--- src/dtc_map.vh ---
`ifndef DTC_MAP_VH
`define DTC_MAP_VH

// ----------------------------------------
// Register byte offsets
// ----------------------------------------
`define DTC_OFS_CONTROL 8'h00
`define DTC_OFS_CONTROL_EXT 8'h04
`define DTC_OFS_MODE 8'h08
`define DTC_OFS_FIRST_LOW 8'h0c
`define DTC_OFS_FIRST_HIGH 8'h10
`define DTC_OFS_SECOND_LOW 8'h14
`define DTC_OFS_SECOND_HIGH 8'h18
`define DTC_OFS_PIN_SELECT 8'h1c
`define DTC_OFS_IRQ_ENABLE 8'h20

// ----------------------------------------
// Field positions
// ----------------------------------------
`define DTC_BIT_FLAG1 7
`define DTC_BIT_RUN1 6
`define DTC_BIT_FLAG0 5
`define DTC_BIT_RUN0 4
`define DTC_BIT_OUT1 5
`define DTC_BIT_SCALE1 4
`define DTC_BIT_OUT0 1
`define DTC_BIT_SCALE0 0
`define DTC_BIT_GATE1 7
`define DTC_BIT_CSEL1 6
`define DTC_BIT_GATE0 3
`define DTC_BIT_CSEL0 2

// ----------------------------------------
// Modes, reset values, timing
// ----------------------------------------
`define DTC_MODE_RELOAD16 2'h0
`define DTC_MODE_PLAIN16 2'h1
`define DTC_MODE_RELOAD8 2'h2
`define DTC_MODE_SPLIT 2'h3
`define DTC_RESET_BYTE 8'h00
`define DTC_PRESCALE_DIV 12
`define DTC_RESP_OKAY 2'h0
`define DTC_RESP_SLVERR 2'h2

`endif

--- src/dtc_timer.v ---
`timescale 1ns/10ps
`include "dtc_map.vh"
// ----------------------------------------
// Dual timer/counter with AXI4-Lite registers
// ----------------------------------------
module dtc_timer #(
  parameter ADDR_W = 8,
  parameter PRESCALE = `DTC_PRESCALE_DIV
) (
  // Clock and reset
  input wire aclk,
  input wire aresetn,
  // AXI4-Lite write address
  input wire [ADDR_W-1:0] s_axi_awaddr,
  input wire s_axi_awvalid,
  output reg s_axi_awready,
  // AXI4-Lite write data
  input wire [31:0] s_axi_wdata,
  input wire [3:0] s_axi_wstrb,
  input wire s_axi_wvalid,
  output reg s_axi_wready,
  // AXI4-Lite write response
  output reg [1:0] s_axi_bresp,
  output reg s_axi_bvalid,
  input wire s_axi_bready,
  // AXI4-Lite read address
  input wire [ADDR_W-1:0] s_axi_araddr,
  input wire s_axi_arvalid,
  output reg s_axi_arready,
  // AXI4-Lite read data
  output reg [31:0] s_axi_rdata,
  output reg [1:0] s_axi_rresp,
  output reg s_axi_rvalid,
  input wire s_axi_rready,
  // External count pins
  input wire [1:0] count_pin,
  // Gate pin candidates on port 0 and port 1
  input wire [1:0] gate_pin_port0,
  input wire [1:0] gate_pin_port1,
  // Interrupt service acknowledge
  input wire [1:0] irq_ack,
  // Timer outputs
  output reg [1:0] timer_out,
  output reg [1:0] irq_req,
  output reg baud_tick
);
  // ----------------------------------------
  // State
  // ----------------------------------------
  reg [7:0] tl0;
  reg [7:0] th0;
  reg [7:0] tl1;
  reg [7:0] th1;
  reg [15:0] reload0;
  reg [15:0] reload1;
  reg [7:0] high_buf0;
  reg [7:0] high_buf1;
  reg [1:0] run_bit;
  reg [1:0] overflow_flag;
  reg [7:0] timer_mode_reg;
  reg [1:0] toggle_output_enable;
  reg [1:0] clock_scale_bit;
  reg [1:0] irq_enable;
  reg [1:0] gate_route;
  reg [ADDR_W-1:0] wr_addr;
  reg [31:0] wr_data;
  reg wr_lane0;
  reg aw_held;
  reg w_held;

  // ----------------------------------------
  // Clock sources and pins
  // ----------------------------------------
  wire div_tick;
  wire [5:0] pin_level;
  wire [5:0] pin_fall;

  dtc_prescale #(
    .DIV(PRESCALE)
  ) u_prescale (
    .aclk(aclk),
    .aresetn(aresetn),
    .tick(div_tick)
  );

  dtc_pin_sync #(
    .WIDTH(6)
  ) u_pin_sync (
    .aclk(aclk),
    .aresetn(aresetn),
    .pin({gate_pin_port1, gate_pin_port0, count_pin}),
    .level(pin_level),
    .fall(pin_fall)
  );

  // ----------------------------------------
  // Step function shared by both timers
  // ----------------------------------------
  function [16:0] dtc_step;
    input [1:0] mode;
    input [15:0] cnt;
    input [15:0] rld;
    begin
      case (mode)
        `DTC_MODE_RELOAD16: begin
          if (cnt == 16'hffff) begin
            dtc_step = {1'b1, rld};
          end else begin
            dtc_step = {1'b0, cnt + 16'h0001};
          end
        end
        `DTC_MODE_PLAIN16: begin
          dtc_step = {cnt == 16'hffff, cnt + 16'h0001};
        end
        `DTC_MODE_RELOAD8: begin
          if (cnt[7:0] == 8'hff) begin
            dtc_step = {1'b1, cnt[15:8], cnt[15:8]};
          end else begin
            dtc_step = {1'b0, cnt[15:8], cnt[7:0] + 8'h01};
          end
        end
        default: begin
          dtc_step = {cnt[7:0] == 8'hff, cnt[15:8], cnt[7:0] + 8'h01};
        end
      endcase
    end
  endfunction

  // ----------------------------------------
  // Read multiplexer
  // ----------------------------------------
  function [32:0] dtc_read;
    input [ADDR_W-1:0] addr;
    begin
      case (addr)
        `DTC_OFS_CONTROL: begin
          dtc_read = {1'b0, 24'h000000, overflow_flag[1], run_bit[1], overflow_flag[0], run_bit[0], 4'h0};
        end
        `DTC_OFS_CONTROL_EXT: begin
          dtc_read = {1'b0, 24'h000000, 2'h0, toggle_output_enable[1], clock_scale_bit[1],
                      2'h0, toggle_output_enable[0], clock_scale_bit[0]};
        end
        `DTC_OFS_MODE: dtc_read = {1'b0, 24'h000000, timer_mode_reg};
        `DTC_OFS_FIRST_LOW: dtc_read = {1'b0, 24'h000000, tl0};
        `DTC_OFS_FIRST_HIGH: dtc_read = {1'b0, 24'h000000, th0};
        `DTC_OFS_SECOND_LOW: dtc_read = {1'b0, 24'h000000, tl1};
        `DTC_OFS_SECOND_HIGH: dtc_read = {1'b0, 24'h000000, th1};
        `DTC_OFS_PIN_SELECT: dtc_read = {1'b0, 24'h000000, 6'h00, gate_route};
        `DTC_OFS_IRQ_ENABLE: dtc_read = {1'b0, 24'h000000, 6'h00, irq_enable};
        default: dtc_read = {1'b1, 32'h00000000};
      endcase
    end
  endfunction

  // ----------------------------------------
  // Mode decode and count enables
  // ----------------------------------------
  wire [1:0] mode0 = timer_mode_reg[1:0];
  wire [1:0] mode1 = timer_mode_reg[5:4];
  wire split = (mode0 == `DTC_MODE_SPLIT);
  wire gate_in0 = gate_route[0] ? pin_level[4] : pin_level[2];
  wire gate_in1 = gate_route[1] ? pin_level[5] : pin_level[3];
  wire int_tick0 = clock_scale_bit[0] | div_tick;
  wire int_tick1 = clock_scale_bit[1] | div_tick;
  wire src0 = timer_mode_reg[`DTC_BIT_CSEL0] ? pin_fall[0] : int_tick0;
  wire src1 = timer_mode_reg[`DTC_BIT_CSEL1] ? pin_fall[1] : int_tick1;
  wire open0 = run_bit[0] & (~timer_mode_reg[`DTC_BIT_GATE0] | gate_in0);
  wire open1 = run_bit[1] & (~timer_mode_reg[`DTC_BIT_GATE1] | gate_in1);
  wire en0 = open0 & src0;
  wire en1_split = (mode1 != `DTC_MODE_SPLIT) & int_tick1;
  wire en1_plain = open1 & src1 & (mode1 != `DTC_MODE_SPLIT);
  wire en1 = split ? en1_split : en1_plain;
  wire en_th0 = split & run_bit[1] & int_tick0;
  wire [16:0] step0 = dtc_step(mode0, {th0, tl0}, reload0);
  wire [16:0] step1 = dtc_step(mode1, {th1, tl1}, reload1);
  wire ovf0 = en0 & step0[16];
  wire ovf1 = en1 & step1[16];
  wire ovf_th0 = en_th0 & (th0 == 8'hff);
  wire [1:0] flag_set = {split ? ovf_th0 : ovf1, ovf0};

  // ----------------------------------------
  // Register write decode
  // ----------------------------------------
  wire do_write = aw_held & w_held & ~s_axi_bvalid;
  wire wr_ok = do_write & wr_lane0;
  wire [7:0] wbyte = wr_data[7:0];
  wire wr_ctrl = wr_ok & (wr_addr == `DTC_OFS_CONTROL);
  wire wr_l0 = wr_ok & (wr_addr == `DTC_OFS_FIRST_LOW);
  wire wr_h0 = wr_ok & (wr_addr == `DTC_OFS_FIRST_HIGH);
  wire wr_l1 = wr_ok & (wr_addr == `DTC_OFS_SECOND_LOW);
  wire wr_h1 = wr_ok & (wr_addr == `DTC_OFS_SECOND_HIGH);
  wire [32:0] wr_probe = dtc_read(wr_addr);
  wire [32:0] rd_word = dtc_read(s_axi_araddr);
  wire [1:0] flag_base = wr_ctrl ? {wbyte[`DTC_BIT_FLAG1], wbyte[`DTC_BIT_FLAG0]} : overflow_flag;
  // Set beats both clears in the same cycle
  wire [1:0] next_flag = (flag_base & ~irq_ack) | flag_set;

  // ----------------------------------------
  // AXI4-Lite handshakes
  // ----------------------------------------
  always @(posedge aclk) begin
    if (!aresetn) begin
      s_axi_awready <= 1'b1;
      s_axi_wready <= 1'b1;
      s_axi_bvalid <= 1'b0;
      s_axi_bresp <= `DTC_RESP_OKAY;
      s_axi_arready <= 1'b1;
      s_axi_rvalid <= 1'b0;
      s_axi_rresp <= `DTC_RESP_OKAY;
      s_axi_rdata <= 32'h00000000;
      aw_held <= 1'b0;
      w_held <= 1'b0;
      wr_addr <= {ADDR_W{1'b0}};
      wr_data <= 32'h00000000;
      wr_lane0 <= 1'b0;
    end else begin
      if (s_axi_awvalid && s_axi_awready) begin
        s_axi_awready <= 1'b0;
        aw_held <= 1'b1;
        wr_addr <= s_axi_awaddr;
      end
      if (s_axi_wvalid && s_axi_wready) begin
        s_axi_wready <= 1'b0;
        w_held <= 1'b1;
        wr_data <= s_axi_wdata;
        wr_lane0 <= s_axi_wstrb[0];
      end
      if (do_write) begin
        aw_held <= 1'b0;
        w_held <= 1'b0;
        s_axi_bvalid <= 1'b1;
        s_axi_bresp <= wr_probe[32] ? `DTC_RESP_SLVERR : `DTC_RESP_OKAY;
      end
      if (s_axi_bvalid && s_axi_bready) begin
        s_axi_bvalid <= 1'b0;
        s_axi_awready <= 1'b1;
        s_axi_wready <= 1'b1;
      end
      if (s_axi_arvalid && s_axi_arready) begin
        s_axi_arready <= 1'b0;
        s_axi_rvalid <= 1'b1;
        s_axi_rdata <= rd_word[31:0];
        s_axi_rresp <= rd_word[32] ? `DTC_RESP_SLVERR : `DTC_RESP_OKAY;
      end
      if (s_axi_rvalid && s_axi_rready) begin
        s_axi_rvalid <= 1'b0;
        s_axi_arready <= 1'b1;
      end
    end
  end

  // ----------------------------------------
  // Control registers and flags
  // ----------------------------------------
  always @(posedge aclk) begin
    if (!aresetn) begin
      run_bit <= 2'h0;
      overflow_flag <= 2'h0;
      timer_mode_reg <= `DTC_RESET_BYTE;
      toggle_output_enable <= 2'h0;
      clock_scale_bit <= 2'h0;
      irq_enable <= 2'h0;
      gate_route <= 2'h0;
      timer_out <= 2'h0;
      irq_req <= 2'h0;
      baud_tick <= 1'b0;
    end else begin
      overflow_flag <= next_flag;
      irq_req <= next_flag & irq_enable;
      timer_out <= timer_out ^ ({ovf1, ovf0} & toggle_output_enable);
      baud_tick <= ovf1;
      if (wr_ctrl) begin
        // Run bit leaves the count alone
        run_bit <= {wbyte[`DTC_BIT_RUN1], wbyte[`DTC_BIT_RUN0]};
      end
      if (wr_ok && wr_addr == `DTC_OFS_CONTROL_EXT) begin
        toggle_output_enable <= {wbyte[`DTC_BIT_OUT1], wbyte[`DTC_BIT_OUT0]};
        clock_scale_bit <= {wbyte[`DTC_BIT_SCALE1], wbyte[`DTC_BIT_SCALE0]};
      end
      if (wr_ok && wr_addr == `DTC_OFS_MODE) begin
        timer_mode_reg <= wbyte;
      end
      if (wr_ok && wr_addr == `DTC_OFS_PIN_SELECT) begin
        gate_route <= wbyte[1:0];
      end
      if (wr_ok && wr_addr == `DTC_OFS_IRQ_ENABLE) begin
        irq_enable <= wbyte[1:0];
      end
    end
  end

  // ----------------------------------------
  // First timer count and reload
  // ----------------------------------------
  always @(posedge aclk) begin
    if (!aresetn) begin
      tl0 <= `DTC_RESET_BYTE;
      th0 <= `DTC_RESET_BYTE;
      reload0 <= 16'h0000;
      high_buf0 <= `DTC_RESET_BYTE;
    end else begin
      if (en0) begin
        tl0 <= step0[7:0];
        if (!split) begin
          th0 <= step0[15:8];
        end
      end
      if (en_th0) begin
        th0 <= th0 + 8'h01;
      end
      // Software writes win over a count in the same cycle, except in 16-bit reload mode, where a running count is never written
      if (mode0 == `DTC_MODE_RELOAD16) begin
        if (wr_h0) begin
          high_buf0 <= wbyte;
        end
        if (wr_l0) begin
          reload0 <= {high_buf0, wbyte};
          if (!run_bit[0]) begin
            {th0, tl0} <= {high_buf0, wbyte};
          end
        end
      end else begin
        if (wr_l0) begin
          tl0 <= wbyte;
        end
        if (wr_h0) begin
          th0 <= wbyte;
        end
      end
    end
  end

  // ----------------------------------------
  // Second timer count and reload
  // ----------------------------------------
  always @(posedge aclk) begin
    if (!aresetn) begin
      tl1 <= `DTC_RESET_BYTE;
      th1 <= `DTC_RESET_BYTE;
      reload1 <= 16'h0000;
      high_buf1 <= `DTC_RESET_BYTE;
    end else begin
      if (en1) begin
        {th1, tl1} <= step1[15:0];
      end
      if (mode1 == `DTC_MODE_RELOAD16) begin
        if (wr_h1) begin
          high_buf1 <= wbyte;
        end
        if (wr_l1) begin
          reload1 <= {high_buf1, wbyte};
          if (!run_bit[1]) begin
            {th1, tl1} <= {high_buf1, wbyte};
          end
        end
      end else begin
        if (wr_l1) begin
          tl1 <= wbyte;
        end
        if (wr_h1) begin
          th1 <= wbyte;
        end
      end
    end
  end
endmodule // dtc_timer

--- src/dtc_prescale.v ---
`timescale 1ns/10ps
// ----------------------------------------
// Divide-by-N enable pulse
// ----------------------------------------
module dtc_prescale #(
  parameter DIV = 12
) (
  // Clock and reset
  input wire aclk,
  input wire aresetn,
  // One-cycle enable
  output reg tick
);
  reg [7:0] count;

  always @(posedge aclk) begin
    if (!aresetn) begin
      count <= 8'h00;
      tick <= 1'b0;
    end else if (count == DIV[7:0] - 8'h01) begin
      count <= 8'h00;
      tick <= 1'b1;
    end else begin
      count <= count + 8'h01;
      tick <= 1'b0;
    end
  end
endmodule // dtc_prescale

--- src/dtc_pin_sync.v ---
`timescale 1ns/10ps
// ----------------------------------------
// Two-flop pin synchroniser with falling edge
// ----------------------------------------
module dtc_pin_sync #(
  parameter WIDTH = 6
) (
  // Clock and reset
  input wire aclk,
  input wire aresetn,
  // Raw pins
  input wire [WIDTH-1:0] pin,
  // Synchronised level and falling-edge pulse
  output reg [WIDTH-1:0] level,
  output wire [WIDTH-1:0] fall
);
  reg [WIDTH-1:0] meta;
  reg [WIDTH-1:0] last;

  // Edge taken from the second stage and its delayed third-stage copy
  assign fall = last & ~level;

  always @(posedge aclk) begin
    if (!aresetn) begin
      meta <= {WIDTH{1'b0}};
      level <= {WIDTH{1'b0}};
      last <= {WIDTH{1'b0}};
    end else begin
      meta <= pin;
      level <= meta;
      last <= level;
    end
  end
endmodule // dtc_pin_sync

--- config.mk ---
export PLATFORM = sky130hd
export DESIGN_NAME = dtc_timer
export DESIGN_NICKNAME = d
export VERILOG_FILES = /design/src/dtc_timer.v /design/src/dtc_prescale.v /design/src/dtc_pin_sync.v
export VERILOG_INCLUDE_DIRS = /design/src /design/src/src
export SDC_FILE = /design/constraint.sdc
export NUM_CORES = 1
export LEC_CHECK = 0
export BUFFER_PORTS_ARGS = -buffer_cell sky130_fd_sc_hd__clkbuf_2
export CORE_UTILIZATION = 35
export DETAILED_ROUTE_END_ITERATION = 12
export PLACE_DENSITY = 0.56
export SYNTH_ARGS = -nofsm -noshare
export SYNTH_HDL_FRONTEND = slang
export SYNTH_SLANG_ARGS = --single-unit
--- constraint.sdc ---
create_clock -name aclk -period 2.2 [get_ports aclk]
set_input_delay 0.55 -clock aclk [delete_from_list [all_inputs] [get_ports aclk]]
set_output_delay 0.55 -clock aclk [all_outputs]
set_load 0.05 [all_outputs]
==> results.md <==
- Setup TNS: 0 ns
- First-pass GRT wire length: 45.1 mm
- Worst-path maximum fanout: 5
- Sequential Power Share: 0.457
- Logic gate share of total power: 0.083
- Clock Latency Late Sink: 0.43 ns
- Clk pwr share: 0.461
- TritonCTS clock tree: built
- # nets final: 1263
- Fillcell total: 2535
- DRT antenna net count: 0
- Port Buf Inserts: 59
- Hold_ws: 0.325 ns
- Hold Crit Class: in -> reg
- Dpl cell area: 0.00991 sq mm
- Worst slew margin: 0.455
- Pwr Total: 6.69 mW
- Worst ir drop on vdd: 420 uV
- RePlAce Congestion: 0.958
- Clock-pin slew on the worst setup and hold paths: 0.06 ns
- # setup viols final: 0
- P_sw: 1.71 mW
- Yosys warnings: 0
- Vias in the first global route: 7811
- Slew Viols, Final: 0
- Synthesized cell area: 0.00874 sq mm
- Largest net degree at the start of global routing: 38
- Synthesis-stage register bit count: 162
- First-pass DRT Iterations: 5
- DR vias: 8417
- Drc violations: 0
- Post-layout util: 0.431
- Max Fclk: 489 MHz
- Core Region: 0.0244 sq mm
- Crit path DAT: 2.39 ns
- Htree depth: 4
- Root Driver: clkbuf_16
- Die X: 160 um
- Clock sinks: 162
- Maxcap violations: 0
- Fraction of synthesis flops using an asynchronous set or reset pin: 0
- Die height: 160 um
- Worst setup path category: reg -> reg
- Net Sw Frac: 0.256
- P per Cell Area: 636 mW/mm^2
- CTS Buf Count: 17
- CP required: 2.55 ns
- Largest registers: reload0 x16, reload1 x16
- Fraction of final layout cells sized beyond drive strength 1: 0.209
- Die area: 0.0256 sq mm
- Remaining global-route overflow: 0
- Hold_buf cts: 0
- Period minus WS final: 2.04 ns
- Design area: 0.0105 sq mm
- Worst setup SP type: flip-flop
- CTS resizes: 0
- Worst-Margin Slew: 0.816 ns
- Pleak: 3.90 nW
- Vias per inst: 5.50
- Post-synthesis cell type count: 88
- Final cycle utilization of the critical path: 0.929
- FF+latch area: 0.00324 sq mm
- Post-Synthesis Cells: 1078
- GRT Total Usage: 0.225
- Area growth syn-to-layout: 20.3%
- Synth Flop Type: dfxtp_1
- Crit end category: flip-flop
- DRT iter0 DRCs: 730
- Number of flops mapped to enable cells by yosys: 0
- # Post-CTS Setup Buffers: 0
- Int Pwr: 4.97 mW
- Seq/Total Area, Yosys: 0.371
- Final wirelength: 28.4 mm
- Hpwl dp: 20.8 mm
- Unrepaired setup endpoints after global routing: false
- Post-Syn Area per Cell: 8.11 sq um
- Hold Vio Cnt, Final: 0
- Initial antenna violation count: 0
- Avg WL per Cell: 18.6 um
- Starting Density: 0.358
- Core Rows: 57
- Boundary Pins: 113
- Max Root-Sink Buffers: 2
- Final setup skew: 0.00900 ns
- Ant. Diodes: 0
- Status: finished, final reports clean
- Area of the multi-input gates: 0.00496 sq mm
cell type report:
| cell class | count | share of cell area |
|---|---|---|
| repair buffers | 178 | 0.117 |
| inverters | 20 | 0.00726 |
| well taps | 324 | 0.0386 |
| clock buffers | 20 | 0.0425 |
| multi-input cells | 813 | 0.472 |
| clock inverters | 12 | 0.0149 |
| flip-flops and latches | 162 | 0.308 |
synthesized netlist by cell type, types with 14 or more instances:
| cell | count | area, sq um |
|---|---|---|
| a21oi_1 | 91 | 455 |
| a22oi_1 | 19 | 143 |
| a31oi_1 | 19 | 119 |
| and2_1 | 25 | 156 |
| buf_2 | 25 | 125 |
| buf_4 | 30 | 225 |
| clkbuf_1 | 49 | 184 |
| dfxtp_1 | 162 | 3240 |
| inv_1 | 19 | 71.3 |
| mux2i_1 | 40 | 400 |
| nand2_1 | 149 | 559 |
| nand3_1 | 44 | 220 |
| nand4_1 | 22 | 138 |
| nor2_1 | 89 | 334 |
| nor3_1 | 21 | 105 |
| o21ai_0 | 35 | 175 |
| o22ai_1 | 14 | 87.6 |
per-stage QoR:
stage          std cells  setup WS (ns)
5_1_grt             1529         0.0302
2_1_floorplan       1103          0.129
3_5_place_dp        1497          0.187
3_3_place_gp        1497          0.216
4_1_cts             1529          0.180
6_report            1529          0.157
worst max-delay path: stages (launching register included):
cell	delay, ns
dfxtp_1	0.38
mux2i_1	0.13
a221oi_2	0.41
o21a_1	0.20
and2_1	0.32
nand3_1	0.26
o221ai_1	0.25
path summary, 6_finish.rpt:
path	from	end	slack, ns	cells after the start
max	gate_route[1]	tl1[0]	0.16	6
min	gate_pin_port0[1]	u_pin_sync.meta[3]	0.32	2
max reg2reg	gate_route[1]	tl1[0]	0.16	6
min reg2reg	u_pin_sync.meta[1]	u_pin_sync.level[1]	0.44	1
per-layer routing:
| layer | track usage | share of wire | vias up |
|---|---|---|---|
| li1 | - | - | 4083 |
| met1 | 0.325 | 0.48 | 3970 |
| met2 | 0.336 | 0.43 | 324 |
| met3 | 0.0421 | 0.073 | 40 |
| met4 | 0.0719 | 0.022 | 0 |
| met5 | 0 | 0 | - |
cells in the final DEF, fill, tap and decap left out, types with 9 or more instances in the layout:
| cell | instances |
|---|---|
| dfxtp_1 | 162 |
| nand2_1 | 149 |
| buf_4 | 116 |
| a21oi_1 | 91 |
| nor2_1 | 89 |
| clkbuf_2 | 59 |
| nand3_1 | 44 |
| mux2i_1 | 40 |
| o21ai_0 | 35 |
| conb_1 | 26 |
| and2_1 | 25 |
| nand4_1 | 22 |
| nor3_1 | 21 |
| inv_1 | 19 |
| a31oi_1 | 19 |
| a22oi_1 | 19 |
| clkbuf_16 | 17 |
| o22ai_1 | 14 |
| xnor2_1 | 13 |
| and3_1 | 13 |
| o211ai_1 | 12 |
| xor2_1 | 12 |
| a211oi_1 | 11 |
| a221oi_1 | 10 |
| o221ai_1 | 9 |
power by group through the flow:
| stage | sequential (mW) | combinational [mW] | clock (mW) |
|---|---|---|---|
| 2_1_floorplan | 3.14 | 0.354 | 0 |
| 3_3_place_gp | 3.12 | 0.546 | 0 |
| 3_5_place_dp | 3.12 | 0.549 | 0 |
| 4_1_cts | 3.05 | 0.551 | 3.12 |
| 5_1_grt | 3.06 | 0.595 | 3.26 |
| 6_report | 3.05 | 0.552 | 3.08 |
kinds of logic (layout without fill, tap and decap cells):
group | Yosys count | after routing | share of synthesized area
buf+inv | 128 | 230 | 0.0733
flops | 162 | 162 | 0.371
compound gates | 282 | 282 | 0.217
fa+ha+maj | 4 | 4 | 0.00573
simple gates | 430 | 430 | 0.252
other cells | 1 | 26 | 0.000429
xor+xnor | 25 | 25 | 0.0251
mux | 46 | 46 | 0.0561
(Power assumes the default switching activity.)
